--- src/rtl/wake_defines.svh ---
// register offsets, field positions, reset values and timing constants of the wake block
`ifndef WAKE_DEFINES_SVH
`define WAKE_DEFINES_SVH
`define ADDR_W            9
`define OFF_CONFIG        9'h134
`define OFF_STATUS        9'h135
`define OFF_PASS0         9'h139
`define OFF_PASS1         9'h13A
`define OFF_PASS2         9'h13B
`define OFF_PATTERN       9'h13C
`define OFF_ADDR0         9'h136
`define OFF_ADDR1         9'h137
`define OFF_ADDR2         9'h138
`define OFF_IRQ_STATUS    9'h141
`define OFF_IRQ_MASK      9'h142
`define CFG_WR_MASK       16'h07B7
`define CFG_RESET         16'h0004
`define CFG_CLEAR_BIT     11
`define CFG_STRETCH_HI    10
`define CFG_STRETCH_LO    9
`define CFG_LEVEL_BIT     8
`define CFG_ENH_BIT       7
`define CFG_PASS_BIT      5
`define CFG_UCAST_BIT     4
`define CFG_BCAST_BIT     2
`define CFG_PAT_BIT       1
`define CFG_MAGIC_BIT     0
`define ST_UCAST          4
`define ST_BCAST          2
`define ST_PAT            1
`define ST_MAGIC          0
`define ST_MASK           16'h0017
`define FAST_CLK_MHZ      250
`define SLOW_CLK_MHZ      125
`define SLOW_DIV          (`FAST_CLK_MHZ / `SLOW_CLK_MHZ)
`define PULSE_BASE        8
`define SYNC_BYTES        6
`define MAGIC_REPS        16
`endif

--- src/rtl/wake_pkg.sv ---
// types shared by the wake-on-lan configuration block
package wake_pkg;
    typedef enum logic [1:0] {
        MP_HUNT,
        MP_ADDR,
        MP_PASS
    } magic_state_t;
endpackage

--- src/rtl/wake_receive.sv ---
// wake-on-lan configuration, frame event detection and wake output
//
// Behaviour
// - clear bit acts only in level mode
// - clear write drops wake output, self-clears
// - pulse lasts stretch-chosen 125 MHz cycles
// - stretch 00/01/10/11 gives 8/16/32/64
// - level mode holds wake until cleared
// - mode zero gives stretch-wide pulse
// - enhanced enable gates all wake detection
// - password enable adds password to magic check
// - unicast enable raises unicast interrupt
// - broadcast enable resets to one
// - pattern enable raises pattern interrupt
// - magic enable raises magic interrupt
// - status flags latch high, clear on read
// - 48-bit password over three registers, low first
//
// The implementer's own choices: strobed register access and the register offsets.
`timescale 1ns/1ps
`include "wake_defines.svh"

module wake_receive
    import wake_pkg::*;
(
    input  wire logic                clk,
    input  wire logic                srst,
    input  wire logic [`ADDR_W-1:0]  reg_addr,
    input  wire logic [15:0]         reg_wdata,
    input  wire logic                reg_wr,
    input  wire logic                reg_rd,
    output logic      [15:0]         reg_rdata,
    input  wire logic                rx_valid,
    input  wire logic [7:0]          rx_data,
    input  wire logic                rx_sof,
    input  wire logic                rx_eof,
    input  wire logic                rx_good,
    input  wire logic                rx_pattern_hit,
    output logic                     wake_out,
    output logic                     irq
);

    // ****************************************************************
    // registers
    // ****************************************************************
    logic [15:0] config_reg;
    logic [15:0] status_reg;
    logic [15:0] irq_status_reg;
    logic [15:0] irq_mask_reg;
    logic [47:0] pass_reg;
    logic [47:0] station_reg;
    logic [15:0] rdata_next;
    logic        wr_cfg;
    logic        clear_cmd;
    logic [4:0]  event_hit;
    logic [15:0] event_vec;

    assign wr_cfg = reg_wr && (reg_addr == `OFF_CONFIG);
    // the clear command is a strobe, never stored, so it always reads zero
    assign clear_cmd = wr_cfg && reg_wdata[`CFG_CLEAR_BIT];

    always_ff @(posedge clk)
    begin
        if (srst)
            config_reg <= `CFG_RESET;
        else if (wr_cfg)
            config_reg <= reg_wdata & `CFG_WR_MASK;
    end

    always_ff @(posedge clk)
    begin
        if (srst)
        begin
            pass_reg    <= 48'h0;
            station_reg <= 48'h0;
        end
        else if (reg_wr)
        begin
            case (reg_addr)
                `OFF_PASS0: pass_reg[15:0]     <= reg_wdata;
                `OFF_PASS1: pass_reg[31:16]    <= reg_wdata;
                `OFF_PASS2: pass_reg[47:32]    <= reg_wdata;
                `OFF_ADDR0: station_reg[15:0]  <= reg_wdata;
                `OFF_ADDR1: station_reg[31:16] <= reg_wdata;
                `OFF_ADDR2: station_reg[47:32] <= reg_wdata;
                default:    station_reg        <= station_reg;
            endcase
        end
    end

    // ****************************************************************
    // magic packet hunter
    // ****************************************************************
    magic_state_t mp_state;
    logic [4:0]   run_cnt;
    logic [2:0]   byte_idx;
    logic         pass_ok;
    logic         magic_seen;
    logic [7:0]   addr_byte;
    logic [7:0]   pass_byte;

    assign addr_byte = station_reg[8*byte_idx +: 8];
    assign pass_byte = pass_reg[8*byte_idx +: 8];

    always_ff @(posedge clk)
    begin
        if (srst || rx_sof)
        begin
            mp_state   <= MP_HUNT;
            run_cnt    <= 5'h00;
            byte_idx   <= 3'h0;
            pass_ok    <= 1'b1;
            magic_seen <= 1'b0;
        end
        else if (rx_valid)
        begin
            case (mp_state)
                MP_HUNT:
                begin
                    // sync run restarts anywhere in the frame
                    if (rx_data == 8'hFF)
                    begin
                        if (run_cnt >= 5'(`SYNC_BYTES - 1))
                        begin
                            mp_state <= MP_ADDR;
                            run_cnt  <= 5'h00;
                            byte_idx <= 3'h0;
                        end
                        else
                            run_cnt <= run_cnt + 5'h01;
                    end
                    else
                        run_cnt <= 5'h00;
                end
                MP_ADDR:
                begin
                    if (rx_data != addr_byte)
                    begin
                        mp_state <= MP_HUNT;
                        run_cnt  <= (rx_data == 8'hFF) ? 5'h01 : 5'h00;
                    end
                    else if (byte_idx == 3'h5)
                    begin
                        byte_idx <= 3'h0;
                        if (run_cnt == 5'(`MAGIC_REPS - 1))
                        begin
                            mp_state <= MP_PASS;
                            pass_ok  <= 1'b1;
                        end
                        else
                            run_cnt <= run_cnt + 5'h01;
                    end
                    else
                        byte_idx <= byte_idx + 3'h1;
                end
                MP_PASS:
                begin
                    // password bytes follow the addresses, low byte first
                    if (byte_idx == 3'h5)
                    begin
                        mp_state   <= MP_HUNT;
                        run_cnt    <= 5'h00;
                        magic_seen <= 1'b1;
                    end
                    if (rx_data != pass_byte)
                        pass_ok <= 1'b0;
                    byte_idx <= byte_idx + 3'h1;
                end
                default:
                    mp_state <= MP_HUNT;
            endcase
        end
    end

    // password check waits for the six trailing bytes; without it the
    // address run alone suffices
    logic magic_ok;
    assign magic_ok = config_reg[`CFG_PASS_BIT]
                    ? (magic_seen && pass_ok)
                    : (magic_seen || mp_state == MP_PASS);

    // ****************************************************************
    // frame classification at end of frame
    // ****************************************************************
    logic [7:0] da_byte_cnt;
    logic       da_all_ff;
    logic       da_match;

    always_ff @(posedge clk)
    begin
        if (srst || rx_sof)
        begin
            da_byte_cnt <= 8'h00;
            da_all_ff   <= 1'b1;
            da_match    <= 1'b1;
        end
        else if (rx_valid && da_byte_cnt < 8'h06)
        begin
            da_byte_cnt <= da_byte_cnt + 8'h01;
            if (rx_data != 8'hFF)
                da_all_ff <= 1'b0;
            if (rx_data != station_reg[8*da_byte_cnt[2:0] +: 8])
                da_match <= 1'b0;
        end
    end

    logic frame_done;
    assign frame_done = rx_eof && rx_good && config_reg[`CFG_ENH_BIT];

    always_comb
    begin
        event_hit = 5'h00;
        if (frame_done)
        begin
            event_hit[`ST_UCAST] = config_reg[`CFG_UCAST_BIT] && da_match;
            event_hit[`ST_BCAST] = config_reg[`CFG_BCAST_BIT] && da_all_ff;
            event_hit[`ST_PAT]   = config_reg[`CFG_PAT_BIT] && rx_pattern_hit;
            event_hit[`ST_MAGIC] = config_reg[`CFG_MAGIC_BIT] && magic_ok;
        end
    end

    assign event_vec = {11'h000, event_hit};

    // latched high; a read clears, but an event in the same cycle wins
    always_ff @(posedge clk)
    begin
        if (srst)
            status_reg <= 16'h0000;
        else if (reg_rd && reg_addr == `OFF_STATUS)
            status_reg <= event_vec;
        else
            status_reg <= status_reg | event_vec;
    end

    // ****************************************************************
    // wake output
    // ****************************************************************
    logic       div_cnt;
    logic       slow_tick;
    logic [6:0] pulse_cnt;
    logic [6:0] pulse_len;
    logic       any_event;

    assign any_event = |event_hit;
    assign pulse_len = 7'(`PULSE_BASE) << config_reg[`CFG_STRETCH_HI:`CFG_STRETCH_LO];

    always_ff @(posedge clk)
    begin
        if (srst)
            div_cnt <= 1'b0;
        else
            div_cnt <= ~div_cnt;
    end
    assign slow_tick = (div_cnt == 1'(`SLOW_DIV - 1));

    always_ff @(posedge clk)
    begin
        if (srst)
        begin
            wake_out  <= 1'b0;
            pulse_cnt <= 7'h00;
        end
        else if (config_reg[`CFG_LEVEL_BIT])
        begin
            pulse_cnt <= 7'h00;
            if (any_event)
                wake_out <= 1'b1;
            else if (clear_cmd)
                wake_out <= 1'b0;
        end
        else if (any_event)
        begin
            wake_out  <= 1'b1;
            pulse_cnt <= pulse_len;
        end
        else if (slow_tick && pulse_cnt != 7'h00)
        begin
            pulse_cnt <= pulse_cnt - 7'h01;
            if (pulse_cnt == 7'h01)
                wake_out <= 1'b0;
        end
        // a level left standing by a switch to pulse mode would never end
        else if (pulse_cnt == 7'h00)
            wake_out <= 1'b0;
    end

    // ****************************************************************
    // interrupt status, mask and read path
    // ****************************************************************
    always_ff @(posedge clk)
    begin
        if (srst)
            irq_status_reg <= 16'h0000;
        else if (reg_wr && reg_addr == `OFF_IRQ_STATUS)
            irq_status_reg <= (irq_status_reg & ~reg_wdata) | event_vec;
        else
            irq_status_reg <= irq_status_reg | event_vec;
    end

    always_ff @(posedge clk)
    begin
        if (srst)
            irq_mask_reg <= 16'h0000;
        else if (reg_wr && reg_addr == `OFF_IRQ_MASK)
            irq_mask_reg <= reg_wdata & `ST_MASK;
    end

    assign irq = |(irq_status_reg & irq_mask_reg);

    always_comb
    begin
        case (reg_addr)
            `OFF_CONFIG:     rdata_next = config_reg;
            `OFF_STATUS:     rdata_next = status_reg;
            `OFF_PASS0:      rdata_next = pass_reg[15:0];
            `OFF_PASS1:      rdata_next = pass_reg[31:16];
            `OFF_PASS2:      rdata_next = pass_reg[47:32];
            `OFF_ADDR0:      rdata_next = station_reg[15:0];
            `OFF_ADDR1:      rdata_next = station_reg[31:16];
            `OFF_ADDR2:      rdata_next = station_reg[47:32];
            `OFF_IRQ_STATUS: rdata_next = irq_status_reg;
            `OFF_IRQ_MASK:   rdata_next = irq_mask_reg;
            default:         rdata_next = 16'h0000;
        endcase
    end

    always_ff @(posedge clk)
    begin
        if (srst)
            reg_rdata <= 16'h0000;
        else if (reg_rd)
            reg_rdata <= rdata_next;
        else
            reg_rdata <= 16'h0000;
    end

    // ****************************************************************
    // checks
    // ****************************************************************
    AST_LEVEL_HOLD: assert property (@(posedge clk) disable iff (srst)
        config_reg[`CFG_LEVEL_BIT] && wake_out && !clear_cmd |=> wake_out)
        else $error("level wake dropped without clear");
    AST_CLEAR_DROPS: assert property (@(posedge clk) disable iff (srst)
        config_reg[`CFG_LEVEL_BIT] && clear_cmd && !any_event |=> !wake_out)
        else $error("clear did not drop wake");
    AST_CLEAR_PULSE: assert property (@(posedge clk) disable iff (srst)
        !config_reg[`CFG_LEVEL_BIT] && clear_cmd && pulse_cnt > 7'h02 && wake_out |=> wake_out)
        else $error("pulse cut short");
    AST_CLEAR_SELF: assert property (@(posedge clk) disable iff (srst)
        wr_cfg |=> !config_reg[`CFG_CLEAR_BIT])
        else $error("clear bit stuck");
    AST_PULSE8: assert property (@(posedge clk) disable iff (srst)
        !config_reg[`CFG_LEVEL_BIT] && any_event
        && config_reg[`CFG_STRETCH_HI:`CFG_STRETCH_LO] == 2'b00
        && !reg_wr |=> wake_out [*8])
        else $error("8-cycle pulse too short");
    AST_PULSE_ENDS: assert property (@(posedge clk) disable iff (srst)
        !config_reg[`CFG_LEVEL_BIT] && !$past(config_reg[`CFG_LEVEL_BIT]) && wake_out
        |-> pulse_cnt != 7'h00)
        else $error("pulse without count");
    AST_RESERVED: assert property (@(posedge clk) disable iff (srst)
        (config_reg & ~`CFG_WR_MASK) == 16'h0000)
        else $error("reserved config bit set");
    AST_ENH_GATE: assert property (@(posedge clk) disable iff (srst)
        !config_reg[`CFG_ENH_BIT] |-> event_hit == 5'h00)
        else $error("event without enhanced enable");
    AST_STATUS_LATCH: assert property (@(posedge clk) disable iff (srst)
        event_hit[`ST_MAGIC] |=> status_reg[`ST_MAGIC])
        else $error("magic flag not latched");
    AST_UCAST_GATE: assert property (@(posedge clk) disable iff (srst)
        !config_reg[`CFG_UCAST_BIT] |-> !event_hit[`ST_UCAST])
        else $error("unicast event while disabled");
    COV_MAGIC: cover property (@(posedge clk) event_hit[`ST_MAGIC]);
    COV_LEVEL_CLEAR: cover property (@(posedge clk) wake_out ##1 clear_cmd ##1 !wake_out);
    COV_BCAST: cover property (@(posedge clk) event_hit[`ST_BCAST]);
    COV_IRQ: cover property (@(posedge clk) irq);

endmodule

--- config.mk ---
export PLATFORM = sky130hd
export DESIGN_NAME = wake_receive
export DESIGN_NICKNAME = d
export VERILOG_FILES = /design/src/rtl/wake_pkg.sv /design/src/rtl/wake_receive.sv
export VERILOG_INCLUDE_DIRS = /design/src /design/src/rtl
export SDC_FILE = /design/constraint.sdc
export NUM_CORES = 1
export LEC_CHECK = 0
export ABC_AREA = 1
export BUFFER_PORTS_ARGS = -buffer_cell sky130_fd_sc_hd__buf_2
export CORE_ASPECT_RATIO = 1.5
export CORE_MARGIN = 5
export CORE_UTILIZATION = 45
export DETAILED_ROUTE_END_ITERATION = 10
export SKIP_CTS_REPAIR_TIMING = 1
export SLEW_MARGIN = 20
export SYNTH_ARGS = -nofsm -noshare
export SYNTH_HDL_FRONTEND = slang
export SYNTH_SLANG_ARGS = --single-unit
--- constraint.sdc ---
create_clock -name clk -period 2.2 [get_ports clk]
set_input_delay 0.44 -clock clk [delete_from_list [all_inputs] [get_ports clk]]
set_output_delay 0.44 -clock clk [all_outputs]
set_load 0.01 [all_outputs]
# Word-level counts from Yosys, hierarchy flattened
# Cells that the tools add are included.
# word_totals
output_inout_bits	18
ff_bits	188
word_cells	155
# classes
magnitude_cmp	2
n_shift	4
add_sub_neg	4
mux	40
eq_ne	32
n_reduce_logical	42
n_bitwise	8
# op_table
op	n
16-bit one-hot mux with 10 select lines	1
48-bit by 7-bit variable part select with 8-bit output	3
9-bit equality test, second input constant	10
16-bit by 5-bit bitwise OR with 16-bit output	3
5-bit 2-to-1 mux	7
8-bit inequality test	3
16-bit AND	1
16-bit by 5-bit AND with 16-bit output	1
16-bit 2-to-1 mux	1
16-bit NOT	1
2-bit AND reduction	8
16-bit OR reduction	1
3-bit 2-to-1 mux	5
5-bit one-hot mux with 3 select lines	1
1-bit logical AND	14
1-bit 2-to-1 mux	14
7-bit 2-to-1 mux	2
2-bit inequality test, second input constant	7
2-bit 2-to-1 mux	6
6-bit AND reduction	2
5-bit AND reduction	2
3-bit inequality test, second input constant	3
3-bit one-hot mux with 3 select lines	1
8-bit by 1-bit adder with 8-bit output, second input constant	1
other kinds (28)	34

# Longest topological paths before layout
# Gate-level depths: netlist (run 1).
# logic_depth
ltp_word	8
mapped_depth	19

# Least setup slack after synthesis (run 1)
# Ideal clock, no wire load.
# synth_timing
path_kind	input to register
startpoint	input port reg_addr[6]
endpoint	register config_reg[10]
cell_stages	9
arrival_ps	1819
setup_ps	127
path_slack_ps	255
required_ps	2073
cell_sequence	inv_1 nand4_1 nor3_2 nand2_1 nor2_2 inv_1 clkbuf_1 o21ai_0 a21oi_1
# synth_via
elab_chain_cells	2
# synth_lines
item	line_no	rtl
from (decl)	wake_receive.sv:28	input wire logic [`ADDR_W-1:0] reg_addr,
9-bit equality test	n/a	
1-bit logical AND	wake_receive.sv:58	assign wr_cfg = reg_wr && (reg_addr == `OFF_CONFIG);
to (signal assigned)	wake_receive.sv:65	config_reg <= `CFG_RESET;
to (signal assigned)	wake_receive.sv:67	config_reg <= reg_wdata & `CFG_WR_MASK;
to (decl)	wake_receive.sv:46	logic [15:0] config_reg;
# No other way between the ends.
# A chain may end at the register's enable or synchronous reset.

# Worst setup path in the final report (run 1)
# layout_timing
startpoint	register mp_state[0]
endpoint	register pulse_cnt[4]
# layout_via
elab_chain_cells	7
word_cells_on_any_way	8
cone_classes	eq/ne: 1; mux: 3; reduce/logical: 4
# layout_lines
item	line_no	rtl
from (decl)	wake_receive.sv:94	magic_state_t mp_state;
from (signal assigned)	wake_receive.sv:109	mp_state <= MP_HUNT;
from (signal assigned)	wake_receive.sv:125	mp_state <= MP_ADDR;
from (signal assigned)	wake_receive.sv:139	mp_state <= MP_HUNT;
2-bit equality test *	wake_receive.sv:180	: (magic_seen || mp_state == MP_PASS);
1-bit logical OR *	wake_receive.sv:180	
1-bit 2-to-1 mux *	wake_receive.sv:178	assign magic_ok = config_reg[`CFG_PASS_BIT]
1-bit logical AND *	wake_receive.sv:218	event_hit[`ST_MAGIC] = config_reg[`CFG_MAGIC_BIT] && magic_ok;
3-bit 2-to-1 mux *	wake_receive.sv:213	if (frame_done)
4-bit OR reduction *	wake_receive.sv:244	assign any_event = |event_hit;
7-bit 2-to-1 mux / 2-bit nonzero test (equally long branches)	n/a	
to (signal assigned)	wake_receive.sv:274	pulse_cnt <= pulse_len;
to (signal assigned)	wake_receive.sv:278	pulse_cnt <= pulse_cnt - 7'h01;
to (decl)	wake_receive.sv:240	logic [6:0] pulse_cnt;
# Every way passes the cells marked *; elsewhere a longest branch is shown, timed or not.

==> results.yml, run 1 <==
status:
  status: "completed"
setup_path:
  critPathLaunchType: "register"
  worst-setup-path-type: "reg -> reg"
  worst_ep_arrival_time_ns: 2.38
  crit_start: "mp_state[0]"
  worstPathMaxFanout: 6
  r2r-start: "mp_state[0]"
  cp.required_ns: 2.54
  rr_endpoint: "pulse_cnt[4]"
  r2r_slack_ns: 0.15
  setup.worst_path.end: "pulse_cnt[4]"
  r2r_cells: 12
  end_kind: "register"
synth:
  synth.distinct_cells: 40
  synth.cell_area_um2: 9070
  netlist_instances: 1318
  synth-edff-count: 0
  syn_avg_cell_area_um2: 6.88
  async_flop_share_pct: 0
  yosys_warnings: 0
  synth-seq-area-share_pct: 38.9
  ys_ff_latch: 176
  syn_nets: 1373
  synthFlopType: "dfxtp_1"
timing:
  finalSetupViolations: 0
  tns_ns: 0
  rsz0062_at_grt: "true"
  finalCriticalPeriod_ns: 2.05
  clock_skew_ns: 0.00800
  post-route-period-util_pct: 93.1
  holdWs_ns: 0.304
  slew_viol_final: 0
  hold_viol: 0
  worst_pin_slew_ns: 0.583
  slew_headroom_pct: 61.1
  fmax_mhz: 488
die:
  core_area_um2: 19800
  initial_core_util_pct: 45.8
  fp.dieArea_um2: 23200
  io_pins: 60
  die_h_um: 184
  core.rowCount: 63
  die_w_um: 126
route:
  finalWirelength_um: 31600
  firstDrtPassIters: 5
  wl_per_cell_um: 18.9
  drt_iter0_drc: 674
  vias: 9264
  drc_errors: 0
  ant_nets: 0
  vias_per_cell: 5.53
hold_path:
  hold_class: "in -> reg"
clock_network:
  clock-sinks: 176
  clk-insertion-delay-late_ns: 0.45
  cts_tree: "done"
  cts_max_path_buffers: 2
  htreeDepth: 4
  clock-root-buffer: "clkbuf_16"
  numCtsBuffers: 17
  path_clk_slew_ns: 0.08
place:
  hpwl_um: 24200
  portBuffers: 59
  gp_congestion: 0.967
global_route:
  grt_max_degree: 64
  grt_antenna_before_repair: 1
  grt-ovfl-total: 0
  grt_pass1_vias: 8761
  grt_pass1_wl_um: 49300
  track_usage_pct: 27.0
power_and_ir_drop:
  ir_drop_mv: 0.529
  p_leak_nw: 4.35
  power.density_nw_per_um2: 661
finish:
  nets: 1457
  drive_gt1_share_pct: 13.1
  syn2layout_area_growth_pct: 17.0
  fillers: 2030
run:
  cap_violations: 0
-- cells in the final DEF (no fill, tap or decap), types with 2 or more instances in the layout --
master      Yosys  layout
nand4_1        24      24
o211ai_1       28      28
buf_2          17      59
o21ai_0       162     160
xnor2_1         2       2
a31oi_1        10      10
nand2_2         2       3
inv_6           0       5
dfxtp_1       176     172
a21oi_1       174     174
inv_2           4       4
buf_12          0       6
o22ai_1        31      31
dfxtp_2         0       3
nor2_1         66      65
xor2_1         17      17
clkinvlp_4      0       4
clkbuf_16       0      17
inv_1         181     180
nand3b_1        3       3
a211oi_1        4       4
nor3_1          8       7
nand2_1       242     241
nor2_4          4       4
ha_1           13      13
a221oi_1       18      18
nor4_1          6       6
o21ai_1         7       9
inv_8           0       4
nand3_1        59      59
nor3_2          1       2
buf_4           2      60
o221ai_1        2       2
nor2_2          2       3
clkinv_4        0       4
-- cells in the mapped netlist (2+ instances only) --
| cell | number | share of area, % |
|---|---|---|
| nand2_1 | 242 | 10 |
| inv_1 | 181 | 7.5 |
| dfxtp_1 | 176 | 39 |
| a21oi_1 | 174 | 9.6 |
| o21ai_0 | 162 | 8.9 |
| nor2_1 | 66 | 2.7 |
| nand3_1 | 59 | 3.3 |
| clkbuf_1 | 39 | 1.6 |
| o22ai_1 | 31 | 2.1 |
| o211ai_1 | 28 | 2.3 |
| nand4_1 | 24 | 1.7 |
| a221oi_1 | 18 | 1.7 |
| buf_2 | 17 | 0.94 |
| xor2_1 | 17 | 1.6 |
| ha_1 | 13 | 1.8 |
| a31oi_1 | 10 | 0.69 |
| nor3_1 | 8 | 0.44 |
| o21ai_1 | 7 | 0.39 |
| nor4_1 | 6 | 0.41 |
| a211oi_1 | 4 | 0.33 |
| inv_2 | 4 | 0.17 |
| nor2_4 | 4 | 0.50 |
| buf_1 | 3 | 0.12 |
| nand3b_1 | 3 | 0.25 |
| buf_4 | 2 | 0.17 |
| clkinv_1 | 2 | 0.083 |
| nand2_2 | 2 | 0.14 |
| nor2_2 | 2 | 0.14 |
| o221ai_1 | 2 | 0.19 |
| xnor2_1 | 2 | 0.19 |
-- power by group --
group	internal, W	switching, W	leakage [nW]	total (W)
combinational	0.000258	0.000464	2.65	0.000722
sequential	0.00324	0.0000558	1.42	0.00329
clock	0.00151	0.00150	0.275	0.00300
-- worst max-delay path, cell delays in order (launching register included) --
cell and delay (ns):
dfxtp_1 0.33, inv_1 0.06, ha_1 0.21, inv_1 0.13
nor2_1 0.06, o221ai_1 0.21, buf_4 0.19, nand4_1 0.07
buf_4 0.16, inv_1 0.13, nand2_1 0.14, o21ai_0 0.17
a21oi_1 0.05
-- cell families after synthesis --
kind of cell / synth area share, %
adder cells (fa/ha/maj): 1.79
XOR/XNOR: 1.83
flip-flops: 38.9
AO/OA/AOI/OAI: 26.9
buffers and inverters: 10.8
AND/OR/NAND/NOR: 19.8
-- through the flow --
step	util, %	std cells	setup slack, ns	power [W]	cell area (µm²)
2_1_floorplan	-	1318	0.255	0.00383	9070
3_3_place_gp	50.5	1642	0.0811	0.00408	9990
3_5_place_dp	50.5	1642	0.0386	0.00409	9990
4_1_cts	53.4	1674	0.0671	0.00705	10600
5_1_grt	53.6	1676	-0.0303	0.00728	10600
6_report	53.6	1676	0.152	0.00702	10600
-- how the worst min path moves through the flow --
stage	startpoint	depth (start not counted)	endpoint	slack, ns
after floorplan	div_cnt	1	div_cnt	0.40
after global placement	div_cnt	1	div_cnt	0.41
after detailed placement	div_cnt	1	div_cnt	0.42
after CTS	reg_wdata[12]	2	irq_status_reg[12]	0.30
after global routing	reg_wdata[14]	2	irq_status_reg[14]	0.31
final	reg_wdata[12]	2	irq_status_reg[12]	0.30
-- per-layer routing --
layer	vias to the layer above	wire (µm)	global-route usage (%)	share of wire, %
met5	-	0	0	0
met4	0	1160	10.2	3.7
met3	57	1380	3.14	4.3
met2	271	15900	48.2	50
met1	4315	13200	33.4	42
li1	4621	-	-	-
-- final cells by class --
| class | count | area, µm² | area share, % |
|---|---|---|---|
| flip-flops and latches | 176 | 3530 | 33.3 |
| clock buffers | 17 | 425 | 4.01 |
| repair buffers | 126 | 881 | 8.30 |
| diodes | 1 | 2.50 | 0.0236 |
| well taps | 260 | 325 | 3.06 |
| clock inverters | 15 | 146 | 1.38 |
| multi-input cells | 892 | 4580 | 43.1 |
| repair inverters | 1 | 7.51 | 0.0707 |
| inverters | 188 | 717 | 6.75 |
Note: power is estimated with default switching activity, not from simulation.
==> run 2: changes to the inputs <==
ABC_AREA = 0   (was 1)
CORE_UTILIZATION = 55   (was 45)
PLACE_DENSITY = 0.73   (was not set)
==> run 2 against run 1 <==
  * The flow now finishes with violations (negative setup slack)
  * Combinational power is 2.9% lower
  * Global-route usage is 2.7 points higher
  * Sequential power barely moved
  * Final cell count fell by 16%
  * Setup slack worse by 0.41 ns
  * Count of clock-buffer cells in the layout increased by 4
  * Core utilization up 14 points
  * Critical endpoint is now run_cnt[0]
  * Largest cell class unchanged
==> results.yml, run 2 <==
status:
  status: "finished, violations left"
  violations: "negative setup slack"
timing:
  holdWs_ns: 0.298
  worst_pin_slew_ns: 0.521
  hold_viol: 0
  slew_viol_final: 0
  fmax_mhz: 406
  finalCriticalPeriod_ns: 2.46
  post-route-period-util_pct: 112
  rsz0062_at_grt: "true"
  clock_skew_ns: 0.0131
  fin_ws_ns: -0.261
  slew_headroom_pct: 65.3
  finalSetupViolations: 10
setup_path:
  r2r_slack_ns: -0.26
  worst-setup-path-type: "reg -> reg"
  r2r_cells: 10
  cp.required_ns: 2.52
  crit_start: "byte_idx[1]"
  end_kind: "register"
  r2r-start: "byte_idx[1]"
  critPathLaunchType: "register"
  setup.worst_path.end: "run_cnt[0]"
  rr_endpoint: "run_cnt[0]"
  worstPathMaxFanout: 17
  worst_ep_arrival_time_ns: 2.78
finish:
  drive_gt1_share_pct: 21.0
  num_antenna_cells: 0
  final_common_cell: "dfxtp_1"
  nets: 1239
  final_cell_mix: "dfxtp_1 (174), nand2_1 (150), a21oi_1 (143)"
  syn2layout_area_growth_pct: 20.5
  fillers: 1383
  stdcell_area_um2: 10900
route:
  vias_per_cell: 6.39
  finalWirelength_um: 28300
  drt_iter0_drc: 964
  drc_errors: 0
  wl_per_cell_um: 20.2
  ant_nets: 0
  firstDrtPassIters: 8
  vias: 8960
hold_path:
  min_path_cells: 2
  hold_class: "in -> reg"
die:
  core.rowCount: 57
  io_pins: 60
  fp.dieArea_um2: 19200
  die_w_um: 115
  core_area_um2: 16200
  initial_core_util_pct: 55.9
  die_h_um: 167
place:
  portBuffers: 59
  hpwl_um: 20100
  placed_cell_area_um2: 10200
  gp_congestion: 0.905
power_and_ir_drop:
  ir_drop_mv: 0.726
  power.total_w: 0.00699
  p_leak_nw: 3.72
  power.density_nw_per_um2: 641
global_route:
  grt_pass1_vias: 8536
  grt_antenna_before_repair: 0
  track_usage_pct: 29.8
  grt-ovfl-total: 0
  grt_pass1_wl_um: 45600
  grt_max_degree: 112
synth:
  synth-edff-count: 0
  netlist_instances: 1097
  netlist.area_leader.share_pct: 38.9
  synth-seq-area-share_pct: 38.9
  syn_nets: 1152
  synthFlopType: "dfxtp_1"
  synth_top_area_cell: "dfxtp_1"
  async_flop_share_pct: 0
  synth.distinct_cells: 62
  synth_area_leaders: "dfxtp_1 (39%), a21oi_1 (8.3%), nand3_1 (6.6%), nand2_1 (6.2%), mux2i_1 (5.2%)"
  synth_commonest_cells: "dfxtp_1 (176), a21oi_1 (150), nand2_1 (150), nand3_1 (119), clkbuf_1 (77)"
  yosysMostFrequentCell: "dfxtp_1"
  yosys_warnings: 0
  ys_ff_latch: 176
  syn_avg_cell_area_um2: 8.25
  synth.cell_area_um2: 9050
clock_network:
  clk-insertion-delay-late_ns: 0.44
  cts_max_path_buffers: 2
  numCtsBuffers: 17
  path_clk_slew_ns: 0.07
  htreeDepth: 4
  clock-sinks: 176
  clock-root-buffer: "clkbuf_16"
  cts_tree: "done"
run:
  cap_violations: 0
## run 2: how the worst min path moves through the flow
stage	endpoint	from	slack [ns]
2_1_floorplan	div_cnt	div_cnt	0.39
3_3_place_gp	div_cnt	div_cnt	0.42
3_5_place_dp	div_cnt	div_cnt	0.43
4_1_cts	irq_status_reg[15]	reg_wdata[15]	0.28
5_1_grt	irq_status_reg[15]	reg_wdata[15]	0.29
6_report	irq_status_reg[15]	reg_wdata[15]	0.30
## run 2: layer usage
layer	GRT usage (%)	share of wire (%)	vias up
met1	38.1	39	4302
li1	-	-	4128
met5	0	0	-
met3	5.09	7.6	78
met2	49.7	50	452
met4	11.8	3.6	0
## run 2: per-stage QoR
stage | setup WS [ns] | cells | util (%) | setup TNS, ns
after global placement | -0.196 | 1367 | 63.0 | -1.34
after CTS | -0.240 | 1399 | 66.6 | -1.87
after floorplan | -0.166 | 1097 | - | -1.03
after detailed placement | -0.218 | 1367 | 63.0 | -1.67
final | -0.261 | 1403 | 67.4 | -1.56
after global routing | -0.342 | 1403 | 67.4 | -2.45
## run 2: kinds of logic after synthesis
family / count (synthesis) / share of synthesized area (%)
flops: 176 / 38.9
xor+xnor: 35 / 3.39
buf+inv: 112 / 4.92
compound gates: 273 / 19.1
mux: 64 / 9.43
simple gates: 424 / 22.4
fa+ha+maj: 13 / 1.80
## run 2: power breakdown
part           switching [W]  internal, W  total, W
Clock                0.00133      0.00165   0.00298
Combinational       0.000407     0.000293  0.000701
Sequential         0.0000570      0.00325   0.00331
## run 2: cell type report
type                            count  area (µm²)  share of cell area [%]
Clock buffer                       21         460                    4.22
Tap cell                          206         258                    2.36
Timing Repair Buffer              166        1290                    11.8
Multi-Input combinational cell    809        5190                    47.6
Sequential cell                   176        3530                    32.4
Clock inverter                     11         120                    1.10
Inverter                           14        52.6                   0.482
## run 2: critical path, cell delays in order, from the launching register on
cell       delay, ns
dfxtp_2         0.38
buf_12          0.17
mux2i_1         0.26
mux2i_1         0.21
nand4b_1        0.20
o2111ai_2       0.17
nor4_4          0.06
buf_4           0.15
a211o_4         0.37
a31o_2          0.22
o21a_1          0.15
==> run 3: changes to the inputs <==
==> constraint.sdc (replaced) <==
create_clock -name clk -period 2.2 [get_ports clk]
set_input_delay 0.66 -clock clk [delete_from_list [all_inputs] [get_ports clk]]
set_output_delay 0.66 -clock clk [all_outputs]
set_load 0.01 [all_outputs]
==> run 3 against run 2 <==
  * Hold slack better by 0.15 ns
  * Non-clock buffer count up 75
  * Setup slack lost 0.012 ns
  * Total power is 4.0% higher
  * Wire length rose by 2.6%
  * The run still ends with negative setup slack left
  * Clock power increased by 8.4%
  * Maximum frequency shrank 0.48%
  * Die area unchanged
  * Sequential share of layout area down 2.1 points
  * Sequential power barely moved
==> results.yml, run 3 (synthesis results as in run 2) <==
timing:
  fmax_mhz: 404
  fin_ws_ns: -0.272
  rsz0062_at_grt: "true"
  finalCriticalPeriod_ns: 2.47
  worst_pin_slew_ns: 0.600
  post-route-period-util_pct: 112
  slew_headroom_pct: 60.0
  finalSetupViolations: 11
  hold_viol: 0
  slew_viol_final: 0
  clock_skew_ns: 0.00832
power_and_ir_drop:
  ir_drop_mv: 0.643
  power.total_w: 0.00727
  power.density_nw_per_um2: 623
  p_leak_nw: 4.20
die:
  io_pins: 60
  initial_core_util_pct: 55.9
  die_h_um: 167
  fp.dieArea_um2: 19200
  core_area_um2: 16200
  core.rowCount: 57
  die_w_um: 115
finish:
  nets: 1314
  final_cell_mix: "dfxtp_1 (173), buf_4 (159), nand2_1 (149)"
  final_core_util_pct: 72.1
  instances_no_fill: 1478
  fillers: 1219
  syn2layout_area_growth_pct: 29.0
  final_common_cell: "dfxtp_1"
  num_antenna_cells: 0
  stdcell_area_um2: 11700
  drive_gt1_share_pct: 26.3
place:
  portBuffers: 59
  pre_cts_slack_ns: -0.354
  dp.cells: 1433
  gp_congestion: 0.952
  hpwl_um: 21200
  placed_cell_area_um2: 10800
setup_path:
  end_kind: "register"
  crit_family: "compound AO/OA/AOI/OAI gates"
  critPathLaunchType: "register"
  max_stage_delay_ns: 0.51
  worstPathMaxFanout: 8
  crit_chain: "mux4_2 -> and2_4 -> o21a_1 -> o2111ai_2 -> nor4_4 -> buf_6 -> a211o_4 -> a31o_2 -> o21a_1"
  crit_path_frequent_cell: "o21a_1"
  slowest_stage: "mux4_2"
  worst_ep_arrival_time_ns: 2.79
  cp.required_ns: 2.52
  worst-setup-path-type: "reg -> reg"
  cp_num_buf_inv: 1
route:
  drc_errors: 0
  wl_per_cell_um: 19.7
  firstDrtPassIters: 7
  drt_iter0_drc: 1039
  vias_per_cell: 6.23
  ant_nets: 0
  vias: 9204
  finalWirelength_um: 29100
global_route:
  grt_antenna_before_repair: 0
  grt-ovfl-total: 0
  track_usage_pct: 29.6
  grt_pass1_wl_um: 45300
  grt_pass1_vias: 8653
  grt_max_degree: 128
clock_network:
  clock-root-buffer: "clkbuf_16"
  cts_tree: "done"
  htreeDepth: 4
  path_clk_slew_ns: 0.07
  clock-sinks: 176
  numCtsBuffers: 17
  clk-insertion-delay-late_ns: 0.43
  cts_max_path_buffers: 2
status:
  status: "finished, violations left"
  violations: "negative setup slack"
hold_path:
  hold_class: "reg -> reg"
run:
  cap_violations: 0
## run 3: final timing paths
kind	from	end	slack, ns	depth (start not counted)
worst min-delay path	div_cnt	div_cnt	0.45	1
worst min register to register	div_cnt	div_cnt	0.45	1
worst max-delay path	byte_idx[0]	run_cnt[0]	-0.27	9
worst max register to register	byte_idx[0]	run_cnt[0]	-0.27	9
## run 3: area by class of cell
class / count / area [µm²] / share of cell area [%]
clock buffer: 18 / 439 / 3.76
tap: 206 / 258 / 2.21
sequential: 176 / 3530 / 30.3
clock inverter: 14 / 194 / 1.66
multi-input combinational: 809 / 5240 / 44.9
timing repair buffer: 241 / 1960 / 16.8
inverter: 14 / 52.6 / 0.450
## run 3: where the power goes
group	switching [W]	internal [W]	total, W	leakage, nW
registers	0.0000618	0.00325	0.00331	1.42
clock network	0.00137	0.00186	0.00323	0.303
logic	0.000426	0.000307	0.000733	2.48
## run 3: through the flow
step	setup TNS (ns)	hold slack, ns
2_1_floorplan	-1.03	0.395
3_3_place_gp	-3.34	0.416
3_5_place_dp	-4.88	0.423
4_1_cts	-3.09	0.449
5_1_grt	-3.18	0.463
6_report	-2.06	0.447
## run 3: metal layers
metal | routed length, µm | GRT usage (%) | share of wire [%]
met5 | 0 | 0 | 0
met4 | 992 | 11.6 | 3.4
met3 | 2340 | 4.51 | 8.0
met2 | 14800 | 50.3 | 51
met1 | 10900 | 37.5 | 38
